File: src/bt_pkg.sv
// constants and carrier types for the baseband modem core
package bt_pkg;
	localparam int unsigned CLK_MHZ       = 200;
	localparam int unsigned SYM_KHZ       = 1000;
	localparam int unsigned SYM_CYC       = CLK_MHZ * 1000 / SYM_KHZ;
	localparam int unsigned HALF_SLOT_NS  = 312500;
	localparam int unsigned HALF_SLOT_CYC = HALF_SLOT_NS * CLK_MHZ / 1000;
	localparam logic [7:0]  HEC_POLY      = 8'hA7;
	localparam logic [15:0] CRC_POLY      = 16'h1021;
	localparam logic [4:0]  HAM_POLY      = 5'h15;
	localparam logic [33:0] SYNC_POLY     = 34'h260534236;
	localparam logic [29:0] SYNC_PN       = 30'h3F2A33DD;
	localparam logic [5:0]  BARKER_0      = 6'h13;
	localparam logic [5:0]  BARKER_1      = 6'h2C;
	localparam logic [3:0]  PRE_0         = 4'h5;
	localparam logic [3:0]  PRE_1         = 4'hA;
	localparam logic [6:0]  HOP_CHANS     = 7'h4F;
	localparam int unsigned AC_MISS_MAX   = 7;
	localparam logic [15:0] CIPH_POLY     = 16'hB400;
	typedef enum logic [1:0] {RATE_BASIC, RATE_DQPSK, RATE_8DPSK} rate_t;
	typedef enum logic [2:0] {F_AC, F_HDR, F_GUARD, F_SYNC, F_PAY, F_TRL} field_t;
	typedef struct packed {
		rate_t       rate;
		logic [1:0]  hop_mode;
		logic [23:0] lap;
		logic [7:0]  uap;
		logic [7:0]  prescale;
		logic        enc_en;
		logic [15:0] key;
	} cfg_t;
	typedef struct packed {
		logic       valid;
		field_t     field;
		logic [2:0] bits;
	} sym_t;
	typedef struct packed {
		logic       valid;
		logic [2:0] step;
		logic [2:0] phase;
		logic       fsk;
	} mod_t;
endpackage : bt_pkg

File: src/bt_baseband_modem_core.sv
// baseband modem core: timebase, task timers, mapper, coders, checks, cipher
`timescale 1ns/1ps
`default_nettype none
module bt_baseband_modem_core
	import bt_pkg::*;
#(
	parameter int unsigned HALF_CYC = HALF_SLOT_CYC
)(
	input  wire logic        clk,
	input  wire logic        rst,
	input  wire cfg_t        cfg,
	input  wire logic        tmr_wr,
	input  wire logic [1:0]  tmr_sel,
	input  wire logic [27:0] tmr_at,
	input  wire sym_t        sym_in,
	input  wire logic        pkt_start,
	input  wire logic        bs_valid,
	input  wire logic        bs_bit,
	input  wire logic        bs_hdr,
	input  wire logic        hdr_end,
	input  wire logic [7:0]  hdr_rx_hec,
	input  wire logic        pay_end,
	input  wire logic [15:0] pay_rx_crc,
	input  wire logic [9:0]  ham_data,
	input  wire logic [14:0] ham_rx,
	input  wire logic        rx_valid,
	input  wire logic        rx_bit,
	output logic [27:0]      nclk_q,
	output logic [15:0]      phase_q,
	output logic             tick_q,
	output logic             sym_en_q,
	output logic [2:0]       task_q,
	output logic [6:0]       hop_q,
	output mod_t             mod_q,
	output logic             order_err_q,
	output logic [71:0]      ac_q,
	output logic             ac_hit_q,
	output logic [2:0]       rep_q,
	output logic [14:0]      ham_code_q,
	output logic [9:0]       ham_dec_q,
	output logic [7:0]       hec_q,
	output logic             hec_bad_q,
	output logic [15:0]      crc_q,
	output logic             crc_bad_q,
	output logic             ct_bit_q
);
	function automatic logic [2:0] step_of(rate_t r, logic [2:0] b);
		logic [2:0] s;
		s = 3'h0;
		if (r == RATE_DQPSK)
			case (b[1:0])
				2'h0: s = 3'h1;
				2'h1: s = 3'h3;
				2'h3: s = 3'h5;
				default: s = 3'h7;
			endcase
		else
			case (b)
				3'h0: s = 3'h0;
				3'h1: s = 3'h1;
				3'h3: s = 3'h2;
				3'h2: s = 3'h3;
				3'h6: s = 3'h4;
				3'h7: s = 3'h5;
				3'h5: s = 3'h6;
				default: s = 3'h7;
			endcase
		return s;
	endfunction : step_of

	function automatic logic [4:0] ham_syn(logic [14:0] w);
		logic [4:0] r;
		r = 5'h0;
		for (int i = 14; i >= 0; i--)
			r = {r[3:0], 1'b0} ^ ((r[4] ^ w[i]) ? HAM_POLY : 5'h0);
		return r;
	endfunction : ham_syn

	function automatic logic [71:0] ac_of(logic [23:0] lap);
		logic [29:0] inf;
		logic [33:0] par;
		logic [63:0] sw;
		inf = {(lap[23] ? BARKER_1 : BARKER_0), lap} ^ SYNC_PN;
		par = 34'h0;
		for (int i = 29; i >= 0; i--)
			par = {par[32:0], 1'b0} ^ ((par[33] ^ inf[i]) ? SYNC_POLY : 34'h0);
		sw = {inf, par};
		return {(sw[63] ? PRE_1 : PRE_0), sw, (sw[0] ? PRE_0 : PRE_1)};
	endfunction : ac_of

	// timebase
	logic [7:0]  sdiv_q, sdiv_d, pre_q, pre_d;
	logic [15:0] phase_d;
	logic [27:0] nclk_d;
	logic        tick_d, sym_en_d;
	always_comb
	begin
		sdiv_d   = (sdiv_q == 8'(SYM_CYC - 1)) ? 8'h0 : sdiv_q + 8'h1;
		sym_en_d = (sdiv_q == 8'(SYM_CYC - 1));
		pre_d    = pre_q;
		phase_d  = phase_q;
		nclk_d   = nclk_q;
		tick_d   = 1'b0;
		if (pre_q >= cfg.prescale)
		begin
			pre_d = 8'h0;
			if (phase_q == 16'(HALF_CYC - 1))
			begin
				phase_d = 16'h0;
				nclk_d  = nclk_q + 28'h1;
				tick_d  = 1'b1;
			end
			else
				phase_d = phase_q + 16'h1;
		end
		else
			pre_d = pre_q + 8'h1;
	end
	always_ff @(posedge clk)
	begin
		if (rst)
		begin
			sdiv_q   <= 8'h0;
			sym_en_q <= 1'b0;
			pre_q    <= 8'h0;
			phase_q  <= 16'h0;
			nclk_q   <= 28'h0;
			tick_q   <= 1'b0;
		end
		else
		begin
			sdiv_q   <= sdiv_d;
			sym_en_q <= sym_en_d;
			pre_q    <= pre_d;
			phase_q  <= phase_d;
			nclk_q   <= nclk_d;
			tick_q   <= tick_d;
		end
	end

	// timers: 0 transmit, 1 receive, 2 general
	logic [27:0] at_q [3];
	logic [27:0] at_d [3];
	logic [2:0]  arm_q, arm_d, task_d;
	logic [6:0]  hop_d;
	always_comb
	begin
		at_d   = at_q;
		arm_d  = arm_q;
		task_d = 3'h0;
		for (int i = 0; i < 3; i++)
		begin
			if (tick_d && arm_q[i] && nclk_d == at_q[i])
			begin
				task_d[i] = 1'b1;
				arm_d[i]  = 1'b0;
			end
		end
		// firmware programs a timer
		if (tmr_wr && tmr_sel != 2'h3)
		begin
			at_d[tmr_sel]  = tmr_at;
			arm_d[tmr_sel] = 1'b1;
		end
		hop_d = 7'(({4'h0, nclk_q[27:1]} ^ {5'h0, cfg.lap, cfg.hop_mode}) % 31'(HOP_CHANS));
	end
	always_ff @(posedge clk)
	begin
		if (rst)
		begin
			at_q   <= '{default: 28'h0};
			arm_q  <= 3'h0;
			task_q <= 3'h0;
			hop_q  <= 7'h0;
		end
		else
		begin
			at_q   <= at_d;
			arm_q  <= arm_d;
			task_q <= task_d;
			hop_q  <= hop_d;
		end
	end

	// symbol mapper and field order tracker
	field_t fld_q, fld_d;
	mod_t   mod_d;
	logic   oerr_d;
	always_comb
	begin
		fld_d        = fld_q;
		mod_d        = mod_q;
		mod_d.valid  = 1'b0;
		oerr_d       = 1'b0;
		if (pkt_start)
			fld_d = F_AC;
		else if (sym_en_q && sym_in.valid)
		begin
			case (fld_q)
				F_AC, F_HDR, F_GUARD, F_SYNC, F_PAY, F_TRL: oerr_d = sym_in.field < fld_q;
				default: oerr_d = 1'b1;
			endcase
			fld_d       = oerr_d ? fld_q : sym_in.field;
			mod_d.valid = 1'b1;
			// multi-bit phase only in payload
			if (cfg.rate != RATE_BASIC && sym_in.field == F_PAY)
			begin
				mod_d.step  = step_of(cfg.rate, sym_in.bits);
				mod_d.phase = mod_q.phase + mod_d.step;
				mod_d.fsk   = 1'b0;
			end
			else
			begin
				mod_d.step = 3'h0;
				mod_d.fsk  = sym_in.bits[0];
			end
		end
	end
	always_ff @(posedge clk)
	begin
		if (rst)
		begin
			fld_q       <= F_AC;
			mod_q       <= '0;
			order_err_q <= 1'b0;
		end
		else
		begin
			fld_q       <= fld_d;
			mod_q       <= mod_d;
			order_err_q <= oerr_d;
		end
	end

	// access code, correlator, coders
	logic [63:0] rx_sh_q, rx_sh_d;
	logic        hit_d;
	logic [4:0]  syn;
	logic [14:0] fix;
	logic [6:0]  miss;
	always_comb
	begin
		rx_sh_d = rx_valid ? {rx_sh_q[62:0], rx_bit} : rx_sh_q;
		miss    = 7'h0;
		for (int i = 0; i < 64; i++)
			miss = miss + 7'(rx_sh_d[i] ^ ac_q[4 + i]);
		hit_d = rx_valid && miss <= 7'(AC_MISS_MAX);
		syn   = ham_syn(ham_rx);
		fix   = ham_rx;
		for (int i = 0; i < 15; i++)
			if (syn != 5'h0 && ham_syn(15'h1 << i) == syn)
				fix[i] = ~ham_rx[i];
	end
	always_ff @(posedge clk)
	begin
		if (rst)
		begin
			rx_sh_q    <= 64'h0;
			ac_q       <= 72'h0;
			ac_hit_q   <= 1'b0;
			rep_q      <= 3'h0;
			ham_code_q <= 15'h0;
			ham_dec_q  <= 10'h0;
		end
		else
		begin
			rx_sh_q    <= rx_sh_d;
			ac_q       <= ac_of(cfg.lap);
			ac_hit_q   <= hit_d;
			rep_q      <= (bs_valid && !bs_hdr) ? 3'h0 : {3{bs_bit}};
			// parity is data times x^5 reduced, so the codeword divides evenly
			ham_code_q <= {ham_data, ham_syn({5'h0, ham_data})};
			ham_dec_q  <= fix[14:5];
		end
	end

	// header check, payload crc, cipher stream
	logic [7:0]  hec_d;
	logic [15:0] crc_d, ks_q, ks_d;
	logic        hbad_d, cbad_d, ct_d;
	always_comb
	begin
		hec_d  = hec_q;
		crc_d  = crc_q;
		ks_d   = ks_q;
		ct_d   = ct_bit_q;
		hbad_d = hec_bad_q;
		cbad_d = crc_bad_q;
		if (pkt_start)
		begin
			hec_d  = cfg.uap;
			crc_d  = {cfg.uap, 8'h00};
			ks_d   = cfg.key ^ nclk_q[15:0] | 16'h1;
			hbad_d = 1'b0;
			cbad_d = 1'b0;
		end
		else if (bs_valid && bs_hdr)
			hec_d = {hec_q[6:0], 1'b0} ^ ((hec_q[7] ^ bs_bit) ? HEC_POLY : 8'h0);
		else if (bs_valid)
		begin
			crc_d = {crc_q[14:0], 1'b0} ^ ((crc_q[15] ^ bs_bit) ? CRC_POLY : 16'h0);
			ks_d  = {ks_q[14:0], ^(ks_q & CIPH_POLY)};
			ct_d  = bs_bit ^ (cfg.enc_en & ks_q[15]);
		end
		// compare against received check fields
		if (hdr_end)
			hbad_d = hec_q != hdr_rx_hec;
		if (pay_end)
			cbad_d = crc_q != pay_rx_crc;
	end
	always_ff @(posedge clk)
	begin
		if (rst)
		begin
			hec_q     <= 8'h0;
			crc_q     <= 16'h0;
			ks_q      <= 16'h1;
			ct_bit_q  <= 1'b0;
			hec_bad_q <= 1'b0;
			crc_bad_q <= 1'b0;
		end
		else
		begin
			hec_q     <= hec_d;
			crc_q     <= crc_d;
			ks_q      <= ks_d;
			ct_bit_q  <= ct_d;
			hec_bad_q <= hbad_d;
			crc_bad_q <= cbad_d;
		end
	end
endmodule : bt_baseband_modem_core
`default_nettype wire

File: config.mk
export PLATFORM = sky130hd
export DESIGN_NAME = bt_baseband_modem_core
export DESIGN_NICKNAME = d
export VERILOG_FILES = /design/src/bt_pkg.sv /design/src/bt_baseband_modem_core.sv
export SDC_FILE = /design/constraint.sdc
export NUM_CORES = 1
export LEC_CHECK = 0
export ABC_AREA = 1
export BUFFER_PORTS_ARGS = -buffer_cell sky130_fd_sc_hd__buf_4
export CORE_MARGIN = 2
export CORE_UTILIZATION = 33
export CTS_BUF_LIST = sky130_fd_sc_hd__clkbuf_16
export CTS_CLUSTER_DIAMETER = 50
export DETAILED_ROUTE_END_ITERATION = 7
export PLACE_DENSITY_LB_ADDON = 0.25
export SETUP_SLACK_MARGIN = 0.5
export SYNTH_ARGS = -nofsm -noshare
export SYNTH_HDL_FRONTEND = slang
export SYNTH_SLANG_ARGS = --single-unit
export TNS_END_PERCENT = 5
File: constraint.sdc
create_clock -name clk -period 21.4 [get_ports clk]
set_input_delay 4.28 -clock clk [delete_from_list [all_inputs] [get_ports clk]]
set_output_delay 4.28 -clock clk [all_outputs]
set_load 0.02 [all_outputs]
# Word-level counts from Yosys, hierarchy flattened

Cells that the tools add are included.

Flip-flop bits (word level): 377
Bits in latches: 0
Bits in writable memories: 0
Memory bits (read-only): 0
Bits of input ports: 158
Output and inout port bits: 193
Logic and storage cells: 494
Memories kept: 0

Add/subtract/negate cells: 68
Multiply operators: 0
Divide/modulo/power cells: 1
Magnitude comparators: 7
Equal/unequal tests: 34
Shift operators: 0
Mux-type cells: 112
Bitwise logic cells: 193
Reduce and logical (&&, ||, !) cells: 47

Operators by type and width:

| cell                                                    | number |
|---|---|
| two-way mux 34 bit                                      | 30 |
| XOR 34 bit                                              | 29 |
| adder 7 x 1 -> 7 bit                                    | 57 |
| two-way mux 5 bit                                       | 25 |
| XOR 1 bit                                               | 119 |
| XOR 5 bit                                               | 23 |
| two-way mux 16 bit                                      | 7 |
| bitwise mux 84 bit                                      | 1 |
| == test 28 bit                                          | 3 |
| two-way mux 28 bit                                      | 3 |
| two-way mux 64 bit                                      | 1 |
| demux 28 bit (select 2 bit)                             | 1 |
| two-way mux 8 bit                                       | 4 |
| remainder unit 31 x 7 -> 31 bit (second input constant) | 1 |
| adder 28 x 1 -> 28 bit (second input constant)          | 1 |
| XOR 27 x 26 -> 27 bit                                   | 1 |
| two-way mux 1 bit                                       | 26 |
| logical AND 1 bit                                       | 24 |
| two-way mux 3 bit                                       | 7 |
| case mux 3 bit (7 select lines)                         | 1 |
| NOT 19 bit                                              | 1 |
| == test 3 bit (second input constant)                   | 6 |
| adder 16 x 1 -> 16 bit (second input constant)          | 1 |
| adder 8 x 1 -> 8 bit (second input constant)            | 2 |
| 51 further kinds                                        | 88 |

# Logic depth before layout (Yosys ltp)

Gate-level depths: netlist of the first run.

Word-level depth: 91
Depth in mapped cells: 139
Gate-level depth less buffers: 138

# Least setup slack after synthesis of the first run

Ideal clock, no wire load.

Path type: input port to flip-flop
From: input port cfg[56] (netlist bit)
To: register hop_q[0]
Library setup time: 113 ps
Arrival time: 16059 ps
Required time: 21287 ps
Path slack: 5228 ps
Stages on the path: 120
Path buffers: 1
Path through: buf_4 > inv_2 > nand2_1 > nand2_2 > nand2_2 > nand2_1 > inv_2 > nand2_1 > nand2_1 > nand3_2 > nor2_2 > nor2_8 > nand2_8 > nand3_1 > nand2_2 > inv_2 > a21oi_4 > nand2_4 > [... 84 more ...] > ha_1 > inv_1 > nor2_1 > nand3_1 > nand2_1 > nand2_1 > nand2_1 > inv_1 > nand2_1 > nand2_2 > nor2_1 > nand2_1 > nor2_4 > nor2_8 > nand2_8 > nand2_1 > nand2_1 > nor2_1

Word-level cells in the longest chain between the ends: 2

Ends and longest elaborated chain:

| item                            | RTL line                      | text |
|---|---|---|
| start: declaration              | bt_baseband_modem_core.sv:11  | `input wire cfg_t cfg,` |
| XOR 27 x 26 -> 27 bit           | bt_baseband_modem_core.sv:165 | `hop_d = 7'(({4'h0, nclk_q[27:1]} ^ {5'h0, cfg.lap, cfg.hop_mode}) % 31'(HOP_CHANS));` |
| remainder unit 31 x 7 -> 31 bit | bt_baseband_modem_core.sv:165 |  |
| end signal: assignment          | bt_baseband_modem_core.sv:181 | `hop_q <= hop_d;` |
| end: declaration                | bt_baseband_modem_core.sv:33  | `output logic [6:0] hop_q,` |

No other way between the ends.
A chain may end at the register's enable or synchronous reset.

# Worst setup path in the final report of the first run

Same ends and word-level chain as after synthesis.

==> results of run 1 <==
-- flip-flops by register name (all words and copies together) (netlist names), 3 cells and up --
| name | flops |
|---|---|
| hop_q | 7 |
| task_q | 3 |
| ac_q | 59 |
| rx_sh_q | 64 |
| ham_code_q | 15 |
| sdiv_q | 8 |
| hec_q | 8 |
| nclk_q | 28 |
| at_q | 84 |
| crc_q | 16 |
| phase_q | 16 |
| mod_q | 8 |
| ks_q | 16 |
| ham_dec_q | 10 |
| arm_q | 3 |
| pre_q | 8 |
| fld_q | 3 |
-- logic make-up after synthesis --
group	after synthesis	share of synthesized area, %
fa+ha+maj	91	6.23
other cells	1	0.0151
compound gates	539	12.0
mux	20	0.854
xor+xnor	383	13.5
simple gates	1494	28.5
buf+inv	606	9.55
flops	364	29.2
-- metal layers --
metal | GRT usage [%] | vias up | share of wire [%]
li1 | - | 11719 | -
met1 | 25.9 | 10484 | 46
met2 | 32.2 | 475 | 47
met3 | 2.82 | 100 | 5.0
met4 | 4.25 | 4 | 2.1
met5 | 0 | - | 0.030
-- cell usage in the layout (no fill, tap or decap), drive strengths merged, types with 6 or more instances in the layout --
cell type / n
nand2: 781
a31oi: 10
bufinv: 7
xor2: 235
nand3: 217
o22ai: 26
a21oi: 202
o221ai: 11
mux2i: 20
buf: 360
fa: 55
nor3: 34
nor2: 369
o2111ai: 6
nand4: 39
clkbuf: 55
clkinvlp: 7
xnor2: 147
o21ai: 251
dfxtp: 364
a2111oi: 9
clkinv: 20
a221oi: 7
nor4: 12
ha: 36
inv: 508
or2: 21
nand3b: 11
-- metrics by stage --
| step | cell area (um^2) | std cells | hold slack, ps | utilization, % |
|---|---|---|---|---|
| 2_1_floorplan | 24900 | 3500 | 418 | - |
| 6_report | 30200 | 4821 | 449 | 40.6 |
| 3_5_place_dp | 28300 | 4718 | 439 | 38.0 |
| 4_1_cts | 30200 | 4820 | 452 | 40.6 |
| 5_1_grt | 30200 | 4821 | 474 | 40.6 |
| 3_3_place_gp | 28300 | 4718 | 434 | 38.0 |
-- worst max-delay path, delay by kind of cell --
family,cells,cell delay (ps)
AND/OR/NAND/NOR,99,11300
XOR/XNOR,1,180
adder cells (fa/ha/maj),1,160
buffers and inverters,8,710
AO/OA/AOI/OAI,8,1460
-- cells in the mapped netlist, drive strengths merged --
cell type / count
nand2: 781
inv: 493
nor2: 369
dfxtp: 364
o21ai: 251
xor2: 235
nand3: 217
a21oi: 202
xnor2: 147
clkbuf: 76
fa: 55
nand4: 39
ha: 36
buf: 35
nor3: 34
o22ai: 26
or2: 21
mux2i: 20
nor4: 12
nand3b: 11
o221ai: 11
a31oi: 10
a2111oi: 9
a221oi: 7
o2111ai: 6
a211oi: 5
and3: 5
o21a: 4
nor3b: 3
o211ai: 3
a21boi: 2
clkinv: 2
or3: 2
a21o: 1
a311o: 1
conb: 1
o21bai: 1
xnor3: 1
-- final timing paths --
check,start,endpoint
worst max-delay path,cfg[56],hop_q[0]
worst min-delay path,sdiv_q[0],sdiv_q[0]
worst max register to register,nclk_q[24],hop_q[0]
worst min register to register,sdiv_q[0],sdiv_q[0]
-- layout make-up --
class | instances | area, um^2 | area share (%)
antenna | 1 | 2.50 | 0.00827
timing repair buffer | 360 | 2710 | 8.95
sequential | 364 | 7290 | 24.1
clock inverter | 47 | 527 | 1.74
tap | 969 | 1210 | 4.01
inverter | 495 | 1860 | 6.16
clock buffer | 55 | 1380 | 4.55
multi-input combinational | 2530 | 15300 | 50.5
==> reports/qor.yml, run 1 <==
outcome: "complete, no violations"
slowest_stage: "nor2_4"
crit_top_cell: "nand2_1"
setup.worst_path.class: "in -> reg"
rr_worst_depth: 116
finalHoldViolCount: 0
post_cts_buffers: 0
grt_usage_pct: 19.1
holdPathStages: 1
pre_cts_slack_ps: 3110
slowest_delay_ps: 260
clkLatencyLatePin_ps: 630
cts.reportedPaths.clkPinSlew_ps: 50
grt_overflow: 0
crit_path_start_kind: "primary input"
hold_buffers: 0
drt_wl_total_mm: 75.7
cts_tree: "done"
grt_max_degree: 101
setup-tns-final_ps: 0
synthCells: 3498
clock_path_buffers: 3
htree_levels: 2
port-buffer-count: 346
fp-row-count: 100
finalMaxSlewViolations: 0
synth.top_cells.by_area: "dfxtp_1 (29%), nand2_1 (10%), xor2_1 (8.2%)"
rsz0062_at_grt: "false"
final_antenna_net_count: 0
syn_area_mm2: 0.0249
slew_headroom_pct: 31.2
fillerInstances: 7855
io_pins: 351
syn_to_final_growth_pct: 21.4
layout-drive-gt1-share_pct: 18.9
cp_max_fo: 10
gp_congestion: 0.870
yosysTopAreaCellShare_pct: 29.2
viasPerCell: 4.73
drtIter0Drc: 1289
r2r_setup_slack_ps: 6930
dieArea_mm2: 0.0777
grt_pass1_vias: 21160
finalCritPeriodShare_pct: 82.6
yosysWarnings: 0
route.detailed.drc: 0
skew_ps: 36.0
worstPathRequired_ps: 21960
ys_ff_latch: 364
max_freq_ghz: 0.0566
die_height_um: 279
yosysSeqAreaShare_pct: 29.2
place.detailed.hpwl_mm: 59.8
core_mm2: 0.0746
dr.pass1.iters: 5
die_w_um: 279
antenna_found_initial: 3
syn_area_per_cell_um2: 7.12
hold_path_class: "reg -> reg"
layout_setup_ws_ps: 3730
drv_cap: 0
max_slew.worst_pin.slew_ps: 1010
arrival_ps: 18220
cts-resized-gates: 0
finalSetupViolCount: 0
vias: 22782
final_nets: 4055
crit_path_end_kind: "flip-flop"
initial_core_util_pct: 33.4
wire_per_inst_um: 15.7
clock-sinks: 364
cts_root_buffer: "clkbuf_16"
period_needed_ps: 17670
cts_buffers: 55
yosysUniqueCellTypes: 61
yosys.area.top_type: "dfxtp_1"
grt_pass1_wl_mm: 118
Power of run 1 is left out: the tool's default activity adds up to more than one toggle a clock period on the data nets, which glitch-free logic cannot reach.
==> run 2, diff against run 1 <==
- ABC_AREA: 1 -> 0
- clock period: 21.4 -> 16.17 ns (I/O delays scaled with it)
==> reports/qor.yml, run 2 <==
outcome: "finished, violations left"
failed_checks: "negative setup slack"
antenna_found_initial: 6  # +3
yosysTopAreaCellShare_pct: 29.3  # +0.063 points
crit_path_start_kind: "primary input"
synth_common_cells: "dfxtp_1 (364), nand2_1 (351), xnor2_1 (337)"
clock-sinks: 364  # unchanged
fp-row-count: 100  # unchanged
largestRegisters: "at_q (84), rx_sh_q (64), ac_q (59)"
fillerInstances: 7357  # -6.3%
cts.reportedPaths.clkPinSlew_ps: 50  # about the same
period_needed_ps: 17200
core_mm2: 0.0746  # unchanged
htree_levels: 2  # unchanged
finalMaxSlewViolations: 0  # unchanged
finalSetupViolCount: 7  # +7
wire_per_inst_um: 17.6  # +12%
final_nets: 3855  # -4.9%
crit_path_end_kind: "flip-flop"
yosysUniqueCellTypes: 145  # +140%
grt_overflow: 0  # unchanged
setup.worst_path.class: "in -> reg"
drt_wl_total_mm: 81.4  # +7.5%
port-buffer-count: 346  # unchanged
worstPathRequired_ps: 16680  # -5280 ps
clkLatencyLatePin_ps: 610  # -20 ps
slowest_stage: "or4_4"
syn_area_mm2: 0.0249  # -0.22%
viasPerCell: 4.98  # +5.4%
synth-main-ff-cell: "dfxtp_1"
synth.top_cells.by_area: "dfxtp_1 (29%), xnor2_1 (12%), xor2_1 (7.3%)"
crit_top_cell: "buf_4"
synthArstFlopShare_pct: 0  # unchanged
final-instance-count-excl-fill: 4619  # -4.2%
max_freq_ghz: 0.0581
final_antenna_net_count: 0  # unchanged
rsz0062_at_grt: "true"
vias: 23010  # +1.0%
dr.pass1.iters: 5  # unchanged
syn_to_final_growth_pct: 37.0
grt_max_degree: 169  # +67%
largest-register: "at_q"
die_w_um: 278  # -0.11%
io_pins: 351  # unchanged
yosys.area.top_type: "dfxtp_1"
route.detailed.drc: 0  # unchanged
hold_buffers: 0  # unchanged
finalHoldViolCount: 0  # unchanged
hold_ws_ps: 443  # -6.19 ps
yosysWarnings: 0  # unchanged
finalCritPeriodShare_pct: 106
arrival_ps: 17710  # -510 ps
drtIter0Drc: 1287  # -0.16%
largest_reg_flops: 84  # unchanged
layout_common_cells: "buf_4 (767), dfxtp_1 (364), nand2_1 (350)"
grt_pass1_wl_mm: 125  # +5.8%
hold_path_class: "reg -> reg"
rr_worst_depth: 64  # -45%
ys_ff_latch: 364  # unchanged
dieArea_mm2: 0.0775  # -0.22%
grt_pass1_vias: 22256  # +5.2%
die_height_um: 278  # -0.11%
layout-drive-gt1-share_pct: 29.6  # +11 points
cts_tree: "done"
drv_cap: 0  # unchanged
max_slew.worst_pin.slew_ps: 1080  # +70.2 ps
synth.most_common_cell: "dfxtp_1"
synthCells: 2917  # -17%
gp_congestion: 0.882  # +1.4%
holdPathStages: 1  # unchanged
initial_core_util_pct: 33.3  # -0.072 points
cts_buffers: 54  # -1.8%
cts_root_buffer: "clkbuf_16"
layout_setup_ws_ps: -1030  # -4760 ps
skew_ps: 29.1  # -6.93 ps
place_inst: 4493  # -4.8%
slowest_delay_ps: 530  # +270 ps
synth-edff-count: 0  # unchanged
final_common_cell: "buf_4"
cp_max_fo: 8  # -2
grt_usage_pct: 20.3  # +1.2 points
place.detailed.hpwl_mm: 63.3  # +5.8%
syn_area_per_cell_um2: 8.52  # +20%
slew_headroom_pct: 27.7  # -3.4 points
clock_path_buffers: 3  # unchanged
yosysSeqAreaShare_pct: 29.3  # +0.063 points
run 2: cells by family after synthesis:
kind of cell | Yosys count | synth area share, %
AND/OR/NAND/NOR | 1005 | 18.7
AO/OA/AOI/OAI | 581 | 16.7
XOR/XNOR | 553 | 19.9
flip-flops | 364 | 29.3
buffers and inverters | 198 | 3.99
multiplexers | 122 | 5.07
adder cells (fa/ha/maj) | 93 | 6.33
other | 1 | 0.0151
run 2: metal layers:
layer / wire length, um / part of all wire, % / GRT usage [%] / vias up
met4: 2260 / 2.8 / 5.86 / 6
met3: 4540 / 5.6 / 3.77 / 122
met5: 36 / 0.044 / 0 / -
met2: 38600 / 47 / 34.5 / 500
li1: - / - / - / 11485
met1: 35900 / 44 / 26.1 / 10897
run 2: metrics by stage:
stage                     TNS (ps)  instance area [um^2]  util [%]  worst slack [ps]
final                        -6930                 34100      45.7             -1030
after detailed placement    -12260                 31400      42.1             -1810
after global placement      -12690                 31400      42.1             -1870
after floorplan              -7720                 25300         -             -1140
after CTS                    -5500                 33800      45.3              -827
after global routing        -12060                 34100      45.7             -1770
run 2: final timing paths:
kind / slack (ps) / to / startpoint
min: 440 / sdiv_q[0] / sdiv_q[0]
min reg2reg: 440 / sdiv_q[0] / sdiv_q[0]
max reg2reg: 1020 / hop_q[2] / nclk_q[25]
max: -1030 / hop_q[2] / cfg[55]
run 2: area by class of cell:
| class | count | area, um^2 | share of cell area, % |
|---|---|---|---|
| Clock buffer | 54 | 1350 | 3.97 |
| Clock inverter | 45 | 574 | 1.69 |
| Timing Repair Buffer | 774 | 5860 | 17.2 |
| Tap cell | 969 | 1210 | 3.56 |
| Inverter | 55 | 206 | 0.606 |
| Multi-Input combinational cell | 2357 | 17600 | 51.6 |
| Antenna cell | 1 | 2.50 | 0.00735 |
| Sequential cell | 364 | 7290 | 21.4 |
run 2: what timing repair did:
action / 4_1_cts / 5_1_grt
pin swaps: 34 / 34
setup endpoints to repair: 7 / 7
buffers inserted: 13 / 13
hold endpoints to repair: 0 / 0
resized for setup: 55 / 37
run 2: worst max-delay path: cells and delay by family:
family	cells	cell delay [ps]
xor+xnor	2	340
compound gates	33	8130
simple gates	15	2890
mux	3	1150
buf+inv	12	1920
Power of run 2 is left out for the same reason.
==> run 3, diff against run 2 <==
- ABC_AREA: 0 -> 1
- SKIP_CTS_REPAIR_TIMING: not set -> 1
- SKIP_LAST_GASP: not set -> 1
==> reports/qor.yml, run 3 (same netlist as run 1, synthesis figures left out) <==
cts_root_buffer: "clkbuf_16"
holdPathEnd: "sdiv_q[0]"
crit_top_cell: "nand2_4"
setup.worst_path.class: "in -> reg"
pre_cts_slack_ps: -432  # +1380 ps
layout_common_cells: "buf_4 (640), nand2_1 (566), inv_1 (448)"
route.detailed.drc: 0  # unchanged
final_antenna_net_count: 0  # unchanged
initial_core_util_pct: 33.4  # +0.072 points
r2r_end: "hop_q[0]"
io_pins: 351  # unchanged
grt_pass1_vias: 22370  # +0.51%
period_needed_ps: 15860  # -1340 ps
utilization_pct: 46.0  # +0.29 points
final_common_cell: "buf_4"
place.detailed.hpwl_mm: 61.4  # -3.0%
htree_levels: 2  # unchanged
r2r_setup_slack_ps: 2220  # +1200 ps
fin_area_mm2: 0.0343  # +0.64%
finalHoldViolCount: 0  # unchanged
layout-drive-gt1-share_pct: 30.0  # +0.44 points
drv_cap: 0  # unchanged
wl_met2_mm: 37.5  # -2.8%
dpl-instance-area_mm2: 0.0302  # -3.7%
slew_headroom_pct: 29.4  # +1.6 points
antenna_found_initial: 2  # -4
viasPerCell: 4.70  # -5.7%
grt_usage_pct: 19.5  # -0.77 points
met1_length_mm: 36.1  # +0.38%
arrival_ps: 16410  # -1300 ps
rr_worst_depth: 121  # +89%
clock-sinks: 364  # unchanged
gp_congestion: 0.863  # -2.1%
skew_ps: 36.5  # +7.41 ps
vias: 24134  # +4.9%
worstPathRequired_ps: 16720  # +40 ps
holdPathStages: 1  # unchanged
slowest_stage: "a21oi_4"
finalSetupViolCount: 0  # -7
dr.pass1.iters: 5  # unchanged
worstHoldStart: "sdiv_q[0]"
hold_path_class: "reg -> reg"
clkLatencyLatePin_ps: 630  # +20 ps
syn_to_final_growth_pct: 37.6
largestRegisters: "at_q (84), rx_sh_q (64), ac_q (59)"
core_mm2: 0.0746  # unchanged
finalCritPeriodShare_pct: 98.1  # -8.3 points
crit_path_start_kind: "primary input"
rsz0062_at_grt: "true"
crit_path_end_kind: "flip-flop"
cts_tree: "done"
layout_setup_ws_ps: 307  # +1340 ps
drt_wl_total_mm: 79.4  # -2.4%
cp_max_fo: 8  # unchanged
max_slew.worst_pin.slew_ps: 1060  # -18.3 ps
wire_per_inst_um: 15.5  # -12%
reg2reg_from: "nclk_q[26]"
outcome: "complete, no violations"
fillerInstances: 7555  # +2.7%
wl_met3_mm: 4.10  # -9.6%
grt_max_degree: 103  # -39%
die_height_um: 279  # +0.11%
grt_pass1_wl_mm: 121  # -3.1%
max_freq_ghz: 0.0630  # +8.4%
largest-register: "at_q"
final-instance-count-excl-fill: 5138  # +11%
finalMaxSlewViolations: 0  # unchanged
final_nets: 4370  # +13%
port-buffer-count: 346  # unchanged
slowest_delay_ps: 300  # -230 ps
grt_overflow: 0  # unchanged
largest_reg_flops: 84  # unchanged
dieArea_mm2: 0.0777  # +0.22%
drtIter0Drc: 1317  # +2.3%
clock_path_buffers: 3  # unchanged
cts.reportedPaths.clkPinSlew_ps: 60  # about the same
highest_layer: "met5"
cts_buffers: 58  # +7.4%
die_w_um: 279  # +0.11%
fp-row-count: 100  # unchanged
place_inst: 4968  # +11%
==> run 3: area by class of cell <==
cell class              count  area, um^2  area share [%]
repair buffers            669        5200            15.2
diodes                      1        2.50         0.00730
clock inverters            49         561            1.64
clock buffers              58        1450            4.23
well taps                 969        1210            3.54
inverters                 495        1880            5.49
flip-flops and latches    364        7290            21.3
multi-input cells        2533       16700            48.7
==> run 3: worst max-delay path by stage <==
stage / from / end / slack (ps) / depth (start not counted)
6_report: cfg[56] / hop_q[0] / 310 / 123
5_1_grt: cfg[51] / hop_q[0] / -590 / 121
4_1_cts: cfg[56] / hop_q[0] / 180 / 114
3_5_place_dp: cfg[56] / hop_q[0] / -430 / 114
3_3_place_gp: cfg[56] / hop_q[0] / -450 / 119
2_1_floorplan: cfg[56] / hop_q[0] / 1040 / 120
==> run 3: stage by stage <==
| step | setup TNS [ps] | hold WS, ps |
|---|---|---|
| global placement | -3030 | 434 |
| finish | 0 | 448 |
| floorplan | 0 | 418 |
| global route | -3990 | 475 |
| CTS | 0 | 456 |
| detailed placement | -2780 | 441 |
==> run 3: critical path, delay by kind of cell <==
family          cells  cell delay (ps)
fa+ha+maj           1              120
buf+inv            11              890
simple gates      102             9950
xor+xnor            2              460
compound gates      7             1670
==> run 3: layer usage <==
layer	vias to the layer above	global-route usage, %
met2	532	32.8
li1	12369	-
met4	2	4.55
met5	-	0
met3	96	3.02
met1	11135	26.3
Power of run 3 is left out for the same reason.
